## src/rtl/e1_tx_pkg.sv

```systemverilog
// constants shared by both ends of the e1 transmit path
package e1_tx_pkg;
  // clock figures
  localparam int REF_CLK_KHZ = 100_000;
  localparam int E1_RATE_KHZ = 2_048;
  localparam int E1_TICK_CYCLES = REF_CLK_KHZ / E1_RATE_KHZ;
  localparam int PHASE_CYCLES = E1_TICK_CYCLES / 16;
  localparam int FRAMER_HALF_CYCLES = E1_TICK_CYCLES / 2;
  localparam int RZ_MIN_CYCLES = E1_TICK_CYCLES / 2;
  localparam int RZ_LATE_CYCLES = E1_TICK_CYCLES + E1_TICK_CYCLES / 4;
  localparam int LOSS_LIMIT = 64;
  localparam int PHASE_COUNT = 20;
  localparam int PHASE_LAST = PHASE_COUNT - 1;
  localparam int TAIL_PHASES = 4;
  localparam int TAIL_OFFSET = 16;
  // register byte addresses
  localparam logic [5:0] ADDR_FORMAT = 6'h00;
  localparam logic [5:0] ADDR_TEMPLATE = 6'h04;
  localparam logic [5:0] ADDR_TRIM = 6'h08;
  localparam logic [5:0] ADDR_ACCESS = 6'h0c;
  localparam logic [5:0] ADDR_SAMPLE = 6'h10;
  localparam logic [5:0] ADDR_LINE = 6'h14;
  localparam logic [5:0] ADDR_STATUS = 6'h18;
  localparam logic [5:0] ADDR_FLAGS = 6'h1c;
  localparam logic [5:0] ADDR_EDGE = 6'h20;
  localparam logic [5:0] ADDR_MASK = 6'h24;
  // field positions
  localparam int CODE_BIT = 2;
  localparam int POL_BIT = 3;
  localparam int CLKEDGE_BIT = 4;
  localparam int TSEL_USER_BIT = 3;
  localparam int DIR_BIT = 5;
  localparam int DONE_BIT = 6;
  localparam int FLOAT_BIT = 4;
  localparam int OE_BIT = 6;
  localparam int LOSS_BIT = 3;
  localparam int OC_BIT = 4;
  localparam int OVF_BIT = 7;
  localparam logic [7:0] FLAG_BITS = 8'h98;
  localparam logic [7:0] EDGE_BITS = 8'h18;
  // values after reset, nominal trim and preset rom levels
  localparam logic [5:0] TRIM_RESET = 6'h21;
  localparam logic [5:0] TRIM_NOMINAL = 6'h21;
  localparam logic [7:0] MASK_RESET = 8'h98;
  localparam logic [3:0] TSEL_RESET = 4'h1;
  localparam logic [5:0] PRESET_PEAK = 6'h3c;
  localparam logic [6:0] PRESET_UNDER = 7'h44;
  // input formats
  localparam logic [1:0] MODE_SINGLE = 2'h0;
  localparam logic [1:0] MODE_DUAL_NRZ = 2'h1;
  localparam logic [1:0] MODE_DUAL_RZ = 2'h2;
  // encoder symbol kinds
  localparam logic [1:0] KIND_ZERO = 2'h0;
  localparam logic [1:0] KIND_MARK = 2'h1;
  localparam logic [1:0] KIND_BAL = 2'h2;
  localparam logic [1:0] KIND_VIOL = 2'h3;
endpackage

```

## src/rtl/e1_tx_link_if.sv

```systemverilog
// link wires between the framer and the transmit path
`timescale 1ns/1ps
`default_nettype none
interface e1_tx_link_if;
  logic tx_single_rail_data;
  logic tx_positive_rail;
  logic tx_negative_rail;
  logic tx_system_clock;
  modport device (
    input tx_single_rail_data, tx_positive_rail, tx_negative_rail,
    input tx_system_clock
  );
  modport framer (
    output tx_single_rail_data, tx_positive_rail, tx_negative_rail,
    output tx_system_clock
  );
endinterface
`default_nettype wire

```

## src/rtl/e1_tx_device.sv

```systemverilog
// e1 transmit path: input formats, encoder, shaper, driver control
// How it works
// - two-bit field picks one of three formats
// - single rail: data plus clock, then encoded
// - dual rail nrz: encoded rails plus clock
// - rz rails: clock recovered from rails only
// - polarity bit inverts data, edge bit picks edge
// - clock loss status after 65 idle ticks
// - loss flag on rise or any change
// - encoder used only in single rail mode
// - ami or hdb3 chosen by code bit
// - software picks preset template 0000 to 0111
// - trim 100001 nominal, 3% per step
// - template msb set selects user waveform
// - waveform spans 1.25 ui in 20 phases
// - samples are seven-bit signed magnitude
// - eight preset templates held in rom
// - write: load sample, then index, dir 0, done
// - read: index, dir 1, done, then read sample
// - overlap overflow sets maskable flag
// - pin or bit low floats the driver
// - over-current limits or floats the driver
// - over-current status, edge flag, maskable
// - clock loss floats driver in clocked modes
//
// The address map and the Avalon-MM interface to the registers were left to the implementer.
`timescale 1ns/1ps
`default_nettype none
module e1_tx_device (
  input wire logic ref_clk_i, // 100 MHz clock
  input wire logic nrst_i, // sync reset, active low
  e1_tx_link_if.device link, // link from the framer
  input wire logic [5:0] avs_address_i, // byte address
  input wire logic avs_read_i, // read request
  input wire logic avs_write_i, // write request
  input wire logic [31:0] avs_writedata_i, // write data
  output logic [31:0] avs_readdata_o, // read data
  output logic avs_waitrequest_o, // stall
  input wire logic global_oe_i, // global driver enable pin
  input wire logic tx_overcurrent_i, // over-current detector
  output logic line_out_positive_o, // positive pulse active
  output logic line_out_negative_o, // negative pulse active
  output logic line_oe_n_o, // low while the driver drives
  output logic current_limit_o, // driver current limiting
  output logic [6:0] shaper_level_o, // signed magnitude level
  output logic irq_n_o // interrupt, active low
);
  typedef struct packed {
    logic clk_s1, clk_s2, clk_s3;
    logic [2:0] d_s1, d_s2;
    logic oc_s1, oc_s2, oc_prev;
    logic oe_s1, oe_s2;
    logic rz_prev;
    logic [5:0] tick_cnt;
    logic [6:0] loss_cnt;
    logic loss;
    logic [6:0] ui_cnt;
    logic [1:0] ph_cnt;
    logic [4:0] ph;
    logic [1:0] cur, prev;
    logic [3:0][1:0] pipe;
    logic [1:0] zcnt;
    logic par, last_pol;
    logic [4:0] fmt;
    logic [3:0] tsel;
    logic [5:0] trim;
    logic [6:0] acc, sdata;
    logic [7:0] line, flags, edgem, mask;
    logic [19:0][6:0] ram;
    logic wreq;
    logic [31:0] rdata;
    logic lp, ln, oe_n, ilim, irq_n;
    logic [6:0] level;
  } dev_state_type;

  dev_state_type s, n;
  logic [2:0] din;
  logic rise, fall, clk_edge, tick, strobe, loss_now, rz, loss_ev, oc_ev;
  logic [1:0] sym, kind;
  logic sym_pos;
  logic signed [8:0] va, vb, sum;
  logic [7:0] wd;

  // peak of preset shape sel, one step lower per index
  function automatic logic [5:0] preset_peak_sel(input logic [2:0] sel);
    preset_peak_sel = e1_tx_pkg::PRESET_PEAK - {3'h0, sel};
  endfunction

  // preset rom: eight shapes, pulse then small undershoot
  function automatic logic [6:0] preset_sample(input logic [2:0] sel,
                                               input logic [4:0] ph);
    if (ph < 5'h08) begin
      preset_sample = {1'b0, preset_peak_sel(sel)};
    end else if (ph < 5'h0a) begin
      preset_sample = e1_tx_pkg::PRESET_UNDER;
    end else begin
      preset_sample = 7'h00;
    end
  endfunction

  // phase sample, preset or user table, trimmed, signed
  function automatic logic signed [8:0] shaped(input logic [3:0] tsel,
      input logic [19:0][6:0] ram, input logic [5:0] trim,
      input logic [4:0] ph, input logic [1:0] symb);
    logic [6:0] raw;
    logic [16:0] prod;
    logic [8:0] mag;
    raw = tsel[e1_tx_pkg::TSEL_USER_BIT] ? ram[ph] :
          preset_sample(tsel[2:0], ph);
    // 31/1024 stands in for 1/33 so nominal trim gives unity
    prod = 17'(raw[5:0]) * 17'(trim) * 17'd31;
    mag = {2'b00, prod[16:10]};
    if (symb == 2'b00 || ph > 5'(e1_tx_pkg::PHASE_LAST)) begin
      shaped = 9'sh000;
    end else if (raw[6] ^ symb[1]) begin
      shaped = -$signed(mag);
    end else begin
      shaped = $signed(mag);
    end
  endfunction

  always_comb begin
    n = s;
    // two-flop synchronisers on every foreign input
    n.clk_s1 = link.tx_system_clock;
    n.clk_s2 = s.clk_s1;
    n.clk_s3 = s.clk_s2;
    n.d_s1 = {link.tx_negative_rail, link.tx_positive_rail,
              link.tx_single_rail_data};
    n.d_s2 = s.d_s1;
    n.oc_s1 = tx_overcurrent_i;
    n.oc_s2 = s.oc_s1;
    n.oe_s1 = global_oe_i;
    n.oe_s2 = s.oe_s1;
    din = s.d_s2 ^ {3{s.fmt[e1_tx_pkg::POL_BIT]}};
    rise = s.clk_s2 & ~s.clk_s3;
    fall = ~s.clk_s2 & s.clk_s3;
    clk_edge = s.fmt[e1_tx_pkg::CLKEDGE_BIT] ? fall : rise;
    // e1 tick from the local clock
    tick = (s.tick_cnt == 6'(e1_tx_pkg::E1_TICK_CYCLES - 1));
    n.tick_cnt = tick ? 6'h00 : s.tick_cnt + 6'h01;
    // clock loss watchdog, counts saturate
    if (rise | fall) begin
      n.loss_cnt = 7'h00;
    end else if (tick && s.loss_cnt <= 7'(e1_tx_pkg::LOSS_LIMIT)) begin
      n.loss_cnt = s.loss_cnt + 7'h01;
    end
    loss_now = (s.fmt[1:0] != e1_tx_pkg::MODE_DUAL_RZ) &&
               (s.loss_cnt > 7'(e1_tx_pkg::LOSS_LIMIT));
    n.loss = loss_now;
    // encoder output side: polarity of the oldest symbol
    kind = s.pipe[3];
    sym_pos = (kind == e1_tx_pkg::KIND_VIOL) ? s.last_pol : ~s.last_pol;
    // format select
    rz = din[1] | din[2];
    n.rz_prev = rz;
    n.ui_cnt = (s.ui_cnt == 7'h7f) ? s.ui_cnt : s.ui_cnt + 7'h01;
    strobe = 1'b0;
    sym = 2'b00;
    case (s.fmt[1:0])
      e1_tx_pkg::MODE_SINGLE: begin
        strobe = clk_edge;
        sym = (kind == e1_tx_pkg::KIND_ZERO) ? 2'b00 :
              (sym_pos ? 2'b01 : 2'b10);
      end
      e1_tx_pkg::MODE_DUAL_NRZ: begin
        strobe = clk_edge;
        sym = din[2:1];
      end
      default: begin
        // recovered clock: mark edges, free run through zeros
        if (rz && !s.rz_prev &&
            s.ui_cnt >= 7'(e1_tx_pkg::RZ_MIN_CYCLES)) begin
          strobe = 1'b1;
          sym = din[2:1];
        end else if (s.ui_cnt == 7'(e1_tx_pkg::RZ_LATE_CYCLES)) begin
          strobe = 1'b1;
        end
      end
    endcase
    if (strobe) begin
      n.ui_cnt = 7'h00;
    end
    // ami / hdb3 encoder, four-symbol delay for substitution
    if (strobe && s.fmt[1:0] == e1_tx_pkg::MODE_SINGLE) begin
      if (kind != e1_tx_pkg::KIND_ZERO) begin
        n.last_pol = sym_pos;
      end
      n.pipe = {s.pipe[2:0], din[0] ? e1_tx_pkg::KIND_MARK :
                                      e1_tx_pkg::KIND_ZERO};
      n.zcnt = din[0] ? 2'h0 : ((s.zcnt == 2'h3) ? 2'h3 : s.zcnt + 2'h1);
      if (din[0]) begin
        n.par = ~s.par;
      end else if (s.fmt[e1_tx_pkg::CODE_BIT] && s.zcnt == 2'h3) begin
        // fourth zero: 000v after odd pulses, b00v after even
        n.pipe[0] = e1_tx_pkg::KIND_VIOL;
        if (!s.par) begin
          n.pipe[3] = e1_tx_pkg::KIND_BAL;
        end
        n.par = 1'b0;
        n.zcnt = 2'h0;
      end
    end
    // shaper: 20 phases, tail of previous pulse overlaps
    if (strobe) begin
      n.prev = s.cur;
      n.cur = sym;
      n.ph = 5'h00;
      n.ph_cnt = 2'h0;
    end else if (s.ph_cnt == 2'(e1_tx_pkg::PHASE_CYCLES - 1)) begin
      n.ph_cnt = 2'h0;
      if (s.ph < 5'(e1_tx_pkg::PHASE_LAST)) begin
        n.ph = s.ph + 5'h01;
      end
    end else begin
      n.ph_cnt = s.ph_cnt + 2'h1;
    end
    va = shaped(s.tsel, s.ram, s.trim, s.ph, s.cur);
    vb = (s.ph < 5'(e1_tx_pkg::TAIL_PHASES)) ?
         shaped(s.tsel, s.ram, s.trim, s.ph + 5'(e1_tx_pkg::TAIL_OFFSET),
                s.prev) : 9'sh000;
    sum = va + vb;
    n.lp = sum > 9'sh000;
    n.ln = sum < 9'sh000;
    if (sum > 9'sh03f || sum < -9'sh03f) begin
      n.level = {sum[8], 6'h3f}; // saturate at full scale
    end else begin
      n.level = {sum[8], sum[8] ? 6'(-sum) : 6'(sum)};
    end
    // driver float and current limit
    n.oe_n = ~s.oe_s2 | ~s.line[e1_tx_pkg::OE_BIT] | loss_now |
             (s.oc_s2 & s.line[e1_tx_pkg::FLOAT_BIT]);
    n.ilim = s.oc_s2 & ~s.line[e1_tx_pkg::FLOAT_BIT];
    n.oc_prev = s.oc_s2; // over-current status
    // event detect, rising only or any change
    loss_ev = s.edgem[e1_tx_pkg::LOSS_BIT] ? (loss_now != s.loss) :
              (loss_now & ~s.loss);
    oc_ev = s.edgem[e1_tx_pkg::OC_BIT] ? (s.oc_s2 != s.oc_prev) :
            (s.oc_s2 & ~s.oc_prev);
    // waveform memory access, done clears itself
    if (s.acc[e1_tx_pkg::DONE_BIT]) begin
      if (s.acc[4:0] <= 5'(e1_tx_pkg::PHASE_LAST)) begin
        if (s.acc[e1_tx_pkg::DIR_BIT]) begin
          n.sdata = s.ram[s.acc[4:0]];
        end else begin
          n.ram[s.acc[4:0]] = s.sdata;
        end
      end
      n.acc[e1_tx_pkg::DONE_BIT] = 1'b0;
    end
    // avalon slave: one wait cycle, then write or read data
    wd = avs_writedata_i[7:0];
    if ((avs_read_i | avs_write_i) && s.wreq) begin
      n.wreq = 1'b0;
      n.rdata = 32'h0000_0000;
      case (avs_address_i & 6'h3c)
        e1_tx_pkg::ADDR_FORMAT: n.rdata[4:0] = s.fmt;
        e1_tx_pkg::ADDR_TEMPLATE: n.rdata[3:0] = s.tsel;
        e1_tx_pkg::ADDR_TRIM: n.rdata[5:0] = s.trim;
        e1_tx_pkg::ADDR_ACCESS: n.rdata[6:0] = s.acc;
        e1_tx_pkg::ADDR_SAMPLE: n.rdata[6:0] = s.sdata;
        e1_tx_pkg::ADDR_LINE: n.rdata[7:0] = s.line;
        e1_tx_pkg::ADDR_STATUS: begin
          n.rdata[e1_tx_pkg::LOSS_BIT] = s.loss;
          n.rdata[e1_tx_pkg::OC_BIT] = s.oc_prev;
        end
        e1_tx_pkg::ADDR_FLAGS: n.rdata[7:0] = s.flags;
        e1_tx_pkg::ADDR_EDGE: n.rdata[7:0] = s.edgem;
        e1_tx_pkg::ADDR_MASK: n.rdata[7:0] = s.mask;
        default: n.rdata = 32'h0000_0000;
      endcase
    end else begin
      n.wreq = 1'b1;
    end
    if (avs_write_i && !s.wreq) begin
      case (avs_address_i & 6'h3c)
        e1_tx_pkg::ADDR_FORMAT: n.fmt = wd[4:0];
        e1_tx_pkg::ADDR_TEMPLATE: n.tsel = wd[3:0];
        e1_tx_pkg::ADDR_TRIM: n.trim = wd[5:0];
        e1_tx_pkg::ADDR_ACCESS: n.acc = wd[6:0];
        e1_tx_pkg::ADDR_SAMPLE: n.sdata = wd[6:0];
        e1_tx_pkg::ADDR_LINE: n.line = wd & 8'h50;
        e1_tx_pkg::ADDR_FLAGS: n.flags = s.flags & ~wd; // write 1 clears
        e1_tx_pkg::ADDR_EDGE: n.edgem = wd & e1_tx_pkg::EDGE_BITS;
        e1_tx_pkg::ADDR_MASK: n.mask = wd & e1_tx_pkg::FLAG_BITS;
        default: n.wreq = 1'b1;
      endcase
    end
    // sticky flags, a new event beats a same-cycle clear
    n.flags[e1_tx_pkg::LOSS_BIT] = n.flags[e1_tx_pkg::LOSS_BIT] | loss_ev;
    n.flags[e1_tx_pkg::OC_BIT] = n.flags[e1_tx_pkg::OC_BIT] | oc_ev;
    n.flags[e1_tx_pkg::OVF_BIT] = n.flags[e1_tx_pkg::OVF_BIT] |
                                  (sum > 9'sh03f) | (sum < -9'sh03f);
    n.irq_n = ~|(s.flags & ~s.mask);
    if (!nrst_i) begin
      n = '0;
      n.wreq = 1'b1;
      n.oe_n = 1'b1;
      n.irq_n = 1'b1;
      n.tsel = e1_tx_pkg::TSEL_RESET;
      n.trim = e1_tx_pkg::TRIM_RESET;
      n.mask = e1_tx_pkg::MASK_RESET;
      n.line[e1_tx_pkg::OE_BIT] = 1'b1;
      // user table starts as a copy of preset shape one
      for (int i = 0; i < e1_tx_pkg::PHASE_COUNT; i++) begin
        n.ram[i] = preset_sample(3'h1, 5'(i));
      end
    end
  end

  // single state register
  always_ff @(posedge ref_clk_i) begin
    s <= n;
  end

  assign avs_readdata_o = s.rdata;
  assign avs_waitrequest_o = s.wreq;
  assign line_out_positive_o = s.lp;
  assign line_out_negative_o = s.ln;
  assign line_oe_n_o = s.oe_n;
  assign current_limit_o = s.ilim;
  assign shaper_level_o = s.level;
  assign irq_n_o = s.irq_n;
endmodule
`default_nettype wire

```

## src/flat_wrapper.sv

```systemverilog
// flat-port wrapper written by rule: the top's interface ports become plain ports
module e1_tx_device_flat 
  (ref_clk_i, nrst_i, avs_address_i, avs_read_i, avs_write_i, avs_writedata_i, avs_readdata_o, avs_waitrequest_o, global_oe_i, tx_overcurrent_i, line_out_positive_o, line_out_negative_o, line_oe_n_o, current_limit_o, shaper_level_o, irq_n_o, link_tx_single_rail_data, link_tx_positive_rail, link_tx_negative_rail, link_tx_system_clock);
  e1_tx_link_if link_i ();
  input wire logic ref_clk_i;
  input wire logic nrst_i;
  input wire logic [5:0] avs_address_i;
  input wire logic avs_read_i;
  input wire logic avs_write_i;
  input wire logic [31:0] avs_writedata_i;
  output logic [31:0] avs_readdata_o;
  output logic avs_waitrequest_o;
  input wire logic global_oe_i;
  input wire logic tx_overcurrent_i;
  output logic line_out_positive_o;
  output logic line_out_negative_o;
  output logic line_oe_n_o;
  output logic current_limit_o;
  output logic [6:0] shaper_level_o;
  output logic irq_n_o;
  input wire logic [$bits(link_i.tx_single_rail_data)-1:0] link_tx_single_rail_data;
  input wire logic [$bits(link_i.tx_positive_rail)-1:0] link_tx_positive_rail;
  input wire logic [$bits(link_i.tx_negative_rail)-1:0] link_tx_negative_rail;
  input wire logic [$bits(link_i.tx_system_clock)-1:0] link_tx_system_clock;
  assign link_i.tx_single_rail_data = link_tx_single_rail_data;
  assign link_i.tx_positive_rail = link_tx_positive_rail;
  assign link_i.tx_negative_rail = link_tx_negative_rail;
  assign link_i.tx_system_clock = link_tx_system_clock;
  e1_tx_device u_core (.ref_clk_i(ref_clk_i), .nrst_i(nrst_i), .link(link_i), .avs_address_i(avs_address_i), .avs_read_i(avs_read_i), .avs_write_i(avs_write_i), .avs_writedata_i(avs_writedata_i), .avs_readdata_o(avs_readdata_o), .avs_waitrequest_o(avs_waitrequest_o), .global_oe_i(global_oe_i), .tx_overcurrent_i(tx_overcurrent_i), .line_out_positive_o(line_out_positive_o), .line_out_negative_o(line_out_negative_o), .line_oe_n_o(line_oe_n_o), .current_limit_o(current_limit_o), .shaper_level_o(shaper_level_o), .irq_n_o(irq_n_o));
endmodule
```

## config.mk

```make
export PLATFORM = sky130hd
export DESIGN_NAME = e1_tx_device_flat
export DESIGN_NICKNAME = d
export VERILOG_FILES = /design/src/rtl/e1_tx_pkg.sv /design/src/rtl/e1_tx_link_if.sv /design/src/rtl/e1_tx_device.sv /design/src/flat_wrapper.sv
export SDC_FILE = /design/constraint.sdc
export NUM_CORES = 1
export LEC_CHECK = 0
export CORE_AREA = 4 4 248 250
export CTS_BUF_LIST = sky130_fd_sc_hd__clkbuf_4
export DETAILED_ROUTE_END_ITERATION = 7
export DIE_AREA = 0 0 252 254
export DONT_BUFFER_PORTS = 1
export GPL_TIMING_DRIVEN = 0
export PLACE_DENSITY = 0.45
export SLEW_MARGIN = 20
export SYNTH_ARGS = -nofsm -noshare
export SYNTH_HDL_FRONTEND = slang
export SYNTH_SLANG_ARGS = --single-unit
export TNS_END_PERCENT = 100
```

## constraint.sdc

```tcl
create_clock -name ref_clk_i -period 14.75 [get_ports ref_clk_i]
set_clock_uncertainty 0.1 [all_clocks]
set_input_delay 1.475 -clock ref_clk_i [delete_from_list [all_inputs] [get_ports ref_clk_i]]
set_output_delay 1.475 -clock ref_clk_i [all_outputs]
set_load 0.01 [all_outputs]
```

# ---- After elaboration in Yosys (flattened, before gate mapping)
# Index checks and enable logic that the tools add are counted.
# Widths: inputs -> output; s select.
dict set report totals {
  output_inout_bits 45
  mem_bits_rw 0
  register_bits 264
  latch_bits 0
  word_cells 256
  rom_bits 0
  mem_count 0
}
dict set report classes {
  n_reduce_logical 42
  mux 60
  multipliers 4
  shifts 0
  add_sub_neg 12
  div_mod_pow 0
  eq_ne 19
  bitwise 34
  magnitude_cmp 20
}
# op n
set op_table {}
lappend op_table {{$bwmux 140} 1}
lappend op_table {{$bmux 7 s5} 3}
lappend op_table {{$mux 7} 15}
lappend op_table {{$mux 9} 5}
lappend op_table {{$mux 39} 1}
lappend op_table {{$demux 7 s5} 1}
lappend op_table {{$mul 12x5->17 const B} 2}
lappend op_table {{$mul 6x6->12} 2}
lappend op_table {{$reduce_and 2->1} 11}
lappend op_table {{$lt 5x4->1 const B} 4}
lappend op_table {{$lt 5x6->1 const B} 3}
lappend op_table {{$neg 7->9} 2}
lappend op_table {{$pmux 1 s9} 2}
lappend op_table {{$pmux 3 s6} 1}
lappend op_table {{$and 8x8->8} 2}
lappend op_table {{$eq 4x3->1 const B} 4}
lappend op_table {{$mux 2} 8}
lappend op_table {{$mux 8} 2}
lappend op_table {{$not 8->8} 2}
lappend op_table {{$add 7x1->7 const B} 2}
lappend op_table {{$mux 1} 12}
lappend op_table {{$mux 6} 2}
lappend op_table {{$not 1->1} 11}
lappend op_table {{$gt 5x5->1 const B} 2}
lappend op_table {{48 further kinds} 91}

# ---- Depth between registers and ports, before layout
dict set report logic_depth {
  word_depth 15
  mapped_depth 51
}

# ---- Worst setup path after synthesis
# Ideal clock, no wire load.
dict set report synth_path {
  path_type {register to register}
  start {reg u_core.s[262] (netlist name)}
  end {reg u_core.s, in the netlist u_core.shaper_level_o[6]}
  slack_ns 3.764
  period_less_slack_ns 10.986
  n_path_buf 6
  required_time_ns 14.535
  path_stages_with_launch 47
  arrival_time_ns 10.771
  path_cell_list {dfxtp_1 > buf_6 > buf_2 > buf_2 > buf_2 > buf_2 > mux2i_1 > o22ai_1 > and2_1 > mux2i_1 > inv_1 > nand2_1 > fa_1 > fa_1 > fa_1 > inv_1 > ha_1 > a21oi_1 > (+11 left out) > or4_1 > a41o_1 > o311ai_1 > nor3b_1 > or4_1 > a31o_1 > a21oi_1 > ha_1 > inv_1 > nor2_1 > a21oi_1 > o21bai_1 > o21bai_1 > o31ai_1 > o211a_2 > or2_1 > buf_6 > and2_1}
}
dict set report synth_between {
  elab_chain_len 12
}
# element line
set synth_lines {}
lappend synth_lines {{start, declared} e1_tx_device.sv:76} ;# dev_state_type s, n;
lappend synth_lines {{start signal, assigned} e1_tx_device.sv:313} ;# s <= n;
lappend synth_lines {{$add 5x5->5} e1_tx_device.sv:220} ;# shaped(s.tsel, s.ram, s.trim, s.ph + 5'(e1_tx_pkg::TAIL_OFFSET),
lappend synth_lines {{$lt 5x4->1} e1_tx_device.sv:94} ;# end else if (ph < 5'h0a) begin
lappend synth_lines {{$mux 7} e1_tx_device.sv:94}
lappend synth_lines {{$mux 7} e1_tx_device.sv:92} ;# if (ph < 5'h08) begin
lappend synth_lines {{$mux 7} e1_tx_device.sv:108} ;# raw = tsel[e1_tx_pkg::TSEL_USER_BIT] ? ram[ph] :
lappend synth_lines {{$mul 6x6->12} e1_tx_device.sv:111} ;# prod = 17'(raw[5:0]) * 17'(trim) * 17'd31;
lappend synth_lines {{$mul 12x5->17} e1_tx_device.sv:111}
lappend synth_lines {{$neg 7->9} e1_tx_device.sv:116} ;# shaped = -$signed(mag);
lappend synth_lines {{$mux 9} e1_tx_device.sv:115} ;# end else if (raw[6] ^ symb[1]) begin
lappend synth_lines {{$mux 9} e1_tx_device.sv:113} ;# if (symb == 2'b00 || ph > 5'(e1_tx_pkg::PHASE_LAST)) begin
lappend synth_lines {{$mux 9} e1_tx_device.sv:219} ;# vb = (s.ph < 5'(e1_tx_pkg::TAIL_PHASES)) ?
lappend synth_lines {{$add 9x9->9 *} e1_tx_device.sv:222} ;# sum = va + vb;
# Mark *: on every way between the ends. The rest lies on a longest branch, timed or not. The select of a mux whose other input is x is not followed.
# A chain may end at the register's enable or synchronous reset.

# ---- Worst setup path after layout
dict set report layout_path {
  start {reg u_core.s[264] (netlist name)}
  end {reg u_core.s, in the netlist u_core.shaper_level_o[0]}
}
dict set report layout_between {
  elab_chain_len 15
}
# element line
set layout_lines {}
lappend layout_lines {{$add 5x5->5} e1_tx_device.sv:220}
lappend layout_lines {{$lt 5x4->1} e1_tx_device.sv:94}
lappend layout_lines {{$mux 7} e1_tx_device.sv:94}
lappend layout_lines {{$mux 7} e1_tx_device.sv:92}
lappend layout_lines {{$mux 7} e1_tx_device.sv:108}
lappend layout_lines {{$mul 6x6->12} e1_tx_device.sv:111}
lappend layout_lines {{$mul 12x5->17} e1_tx_device.sv:111}
lappend layout_lines {{$neg 7->9} e1_tx_device.sv:116}
lappend layout_lines {{$mux 9} e1_tx_device.sv:115}
lappend layout_lines {{$mux 9} e1_tx_device.sv:113}
lappend layout_lines {{$mux 9} e1_tx_device.sv:219}
lappend layout_lines {{$add 9x9->9 *} e1_tx_device.sv:222}
lappend layout_lines {{$neg 6->6 (tied with other cells)} e1_tx_device.sv:228} ;# n.level = {sum[8], sum[8] ? 6'(-sum) : 6'(sum)};
lappend layout_lines {{$mux 6 / $logic_or 1x1->1 (equally long branches)} {e1_tx_device.sv:228, e1_tx_device.sv:225}}
lappend layout_lines {{$mux 6 *} e1_tx_device.sv:225} ;# if (sum > 9'sh03f || sum < -9'sh03f) begin
# Marked as above.

==> reports/summary.txt <==
Max FO, Critical Path -> 10
final setup fails -> 0
Clock Tree Root -> clkbuf_4
fin area -> 20,900 µm²
Pwr Density -> 91.5 nW/µm²
post-synthesis async set-or-reset flop share -> 0%
post-route ant nets -> 0
gate count after technology mapping -> 2,138
Synth area leader -> dfxtp_1
status -> complete, no violations
H-tree levels -> 3
#FFs+latches synth -> 263
Tcrit/Tclk final -> 92.4%
I/O Buffers -> 0
clock transition at the registers of the reported paths -> 0.07 ns
Slowest-stage cell, CP -> o31ai_1
Post-synth EDFFs -> 0
Post-DP HPWL -> 47,000 µm
RD Place Congestion -> 0.870
largest net degree at the start of global routing -> 13
initial antenna violation count -> 2
Fin Setup TNS -> 0 ns
first-pass GRT wire length -> 92,300 µm
Die ar. -> 64,000 µm²
router iterations before antenna repair -> 6
Max rail drop VDD -> 84.6 µV
via count -> 15,862
dpl cell area -> 19,900 µm²
drt total wl -> 60,100 µm
Final Total Pwr -> 1.91 mW
Worst slew margin -> 22.9%
Area Growth Syn to Fin -> 10.6%
Worst path max stage delay -> 0.78 ns
chip height -> 254 µm
Hold Buf Count CTS -> 0
DRC viols -> 0
post-detailed-route wirelength per cell -> 19.6 µm
share of layout cells above drive strength 1 -> 11.2%
final slew viol count -> 0
top_reg_cell synth -> dfxtp_1
Worst-Skew Late Latency -> 0.80 ns
Unique masters post-synth -> 78
Iteration-0 DRC Markers -> 1,066
Worst-Margin Slew -> 1.16 ns
worst path required time -> 15.25 ns
CP startpoint kind -> register
Top-Level Pins -> 93
Core Rows -> 89
synth warn -> 0
number of global-route vias before repair -> 15,572
RSZ-0062 raised after global routing -> false
starting density of the core -> 32.0%
post-synth top area share -> 27.9%
grt ovf -> 0
cts bufs inserted -> 75
number of vias per cell -> 5.17
register area share after synthesis -> 27.9%
Synth area leaders -> dfxtp_1 28%, mux2i_1 9.2%, ha_1 8.2%
post-layout minimum cycle time -> 13.63 ns
Die X -> 252 µm
deepest clock path buffer count -> 3
Post-CTS Setup Repair Bufs -> 0
core area -> 59,000 µm²
Syn Area/Cell -> 8.83 µm²
final hold violation count -> 0
Top Family by Delay on Critical Path -> compound AO/OA/AOI/OAI gates
Tot GR Track Use -> 18.6%
PostCTS Resize Cnt -> 0
Hold WC Path Type -> register to register
Mapped Area -> 18,900 µm²
fmax -> 0.0733 GHz
Leak Pwr -> 8.63 nW
worst path arrival time -> 14.13 ns
Nets -> 2,485
CTS tree -> yes
Worst setup EP type -> register
WS Path Type -> register to register
Max Cap Violations -> 0
clk sink count -> 263
Buf/Inv on CP -> 8
==> per-stage QoR <==
stage / util (%) / instances / hold slack, ns / setup slack [ns]
detailed placement: 33.8 / 2934 / 0.311 / 0.933
floorplan: - / 2161 / 0.301 / 3.76
global route: 35.4 / 3066 / 0.348 / 0.0868
CTS: 35.4 / 3063 / 0.321 / 0.885
finish: 35.4 / 3067 / 0.318 / 1.12
global placement: 33.8 / 2934 / 0.308 / 1.11
==> power breakdown <==
part	internal, mW	switching [mW]
combinational	0.201	0.301
sequential	0.721	0.00747
clock	0.353	0.328
total	1.27	0.636
==> cell usage in the layout (no fill, tap or decap), types with 17 or more instances in the layout <==
master	synthesis	final
dfxtp_1	263	263
fa_1	75	75
a21o_1	17	17
inv_1	159	159
a21oi_1	141	141
buf_4	39	39
o211ai_1	21	21
nand2_1	170	170
nand3_1	63	63
and2_1	32	32
nor2b_1	18	18
conb_1	1	24
nand2b_1	18	18
nor3_1	21	21
mux4_2	61	61
clkbuf_4	0	114
ha_1	123	123
clkbuf_1	94	93
xnor2_1	52	52
mux2i_1	173	173
o21ai_0	51	51
nor2_1	294	294
xor2_1	20	20
==> layout make-up <==
class	instances	area [µm²]
Antenna cell	3	7.51
Buffer	155	751
Clock buffer	114	856
Clock inverter	15	80.1
Fill cell	6199	38100
Inverter	162	608
Multi-Input combinational cell	1581	12300
Sequential cell	263	5270
Tap cell	773	967
Timing Repair Buffer	1	11.3
==> routing by layer <==
layer,vias up,global-route usage (%),wire length (µm)
li1,7580,-,-
met1,7772,24.9,27300
met2,425,31.1,28500
met3,85,3.45,3200
met4,0,4.54,1140
met5,-,0,0
==> path summary, 6_finish.rpt <==
kind,from,endpoint,slack (ns),depth (start not counted)
min reg2reg,u_core.s[267],u_core.s[267],0.32,1
max reg2reg,u_core.s[264],u_core.shaper_level_o[0],1.12,46
max,u_core.s[264],u_core.shaper_level_o[0],1.12,46
min,u_core.s[267],u_core.s[267],0.32,1
==> kinds of logic after synthesis <==
group	count (synthesis)	share of synthesized area, %
AOI/OAI and AO/OA	364	12.4
xor gates and xnor gates	73	3.43
adders and majority gates	199	16.2
buffers and inverters	317	7.19
DFF	263	27.9
muxes	241	16.9
other	1	0.0199
and+or+nand+nor	680	16.0
==> sequential cells by signal, indices dropped and copies added (netlist names), 2 cells and up <==
name                   count
u_core.shaper_level_o      7
u_core.kind                2
u_core.s                 241
u_core.avs_readdata_o      8
==> synthesized netlist by cell type (13+ instances only) <==
| cell | number |
|---|---|
| nor2_1 | 294 |
| dfxtp_1 | 263 |
| mux2i_1 | 173 |
| nand2_1 | 170 |
| inv_1 | 159 |
| a21oi_1 | 141 |
| ha_1 | 123 |
| clkbuf_1 | 94 |
| fa_1 | 75 |
| nand3_1 | 63 |
| mux4_2 | 61 |
| xnor2_1 | 52 |
| o21ai_0 | 51 |
| buf_4 | 39 |
| and2_1 | 32 |
| nor3_1 | 21 |
| o211ai_1 | 21 |
| xor2_1 | 20 |
| nand2b_1 | 18 |
| nor2b_1 | 18 |
| a21o_1 | 17 |
| buf_1 | 15 |
| o221ai_1 | 15 |
| o22ai_1 | 14 |
| o21bai_1 | 13 |
No activity file was read; power rests on OpenSTA's default activity.
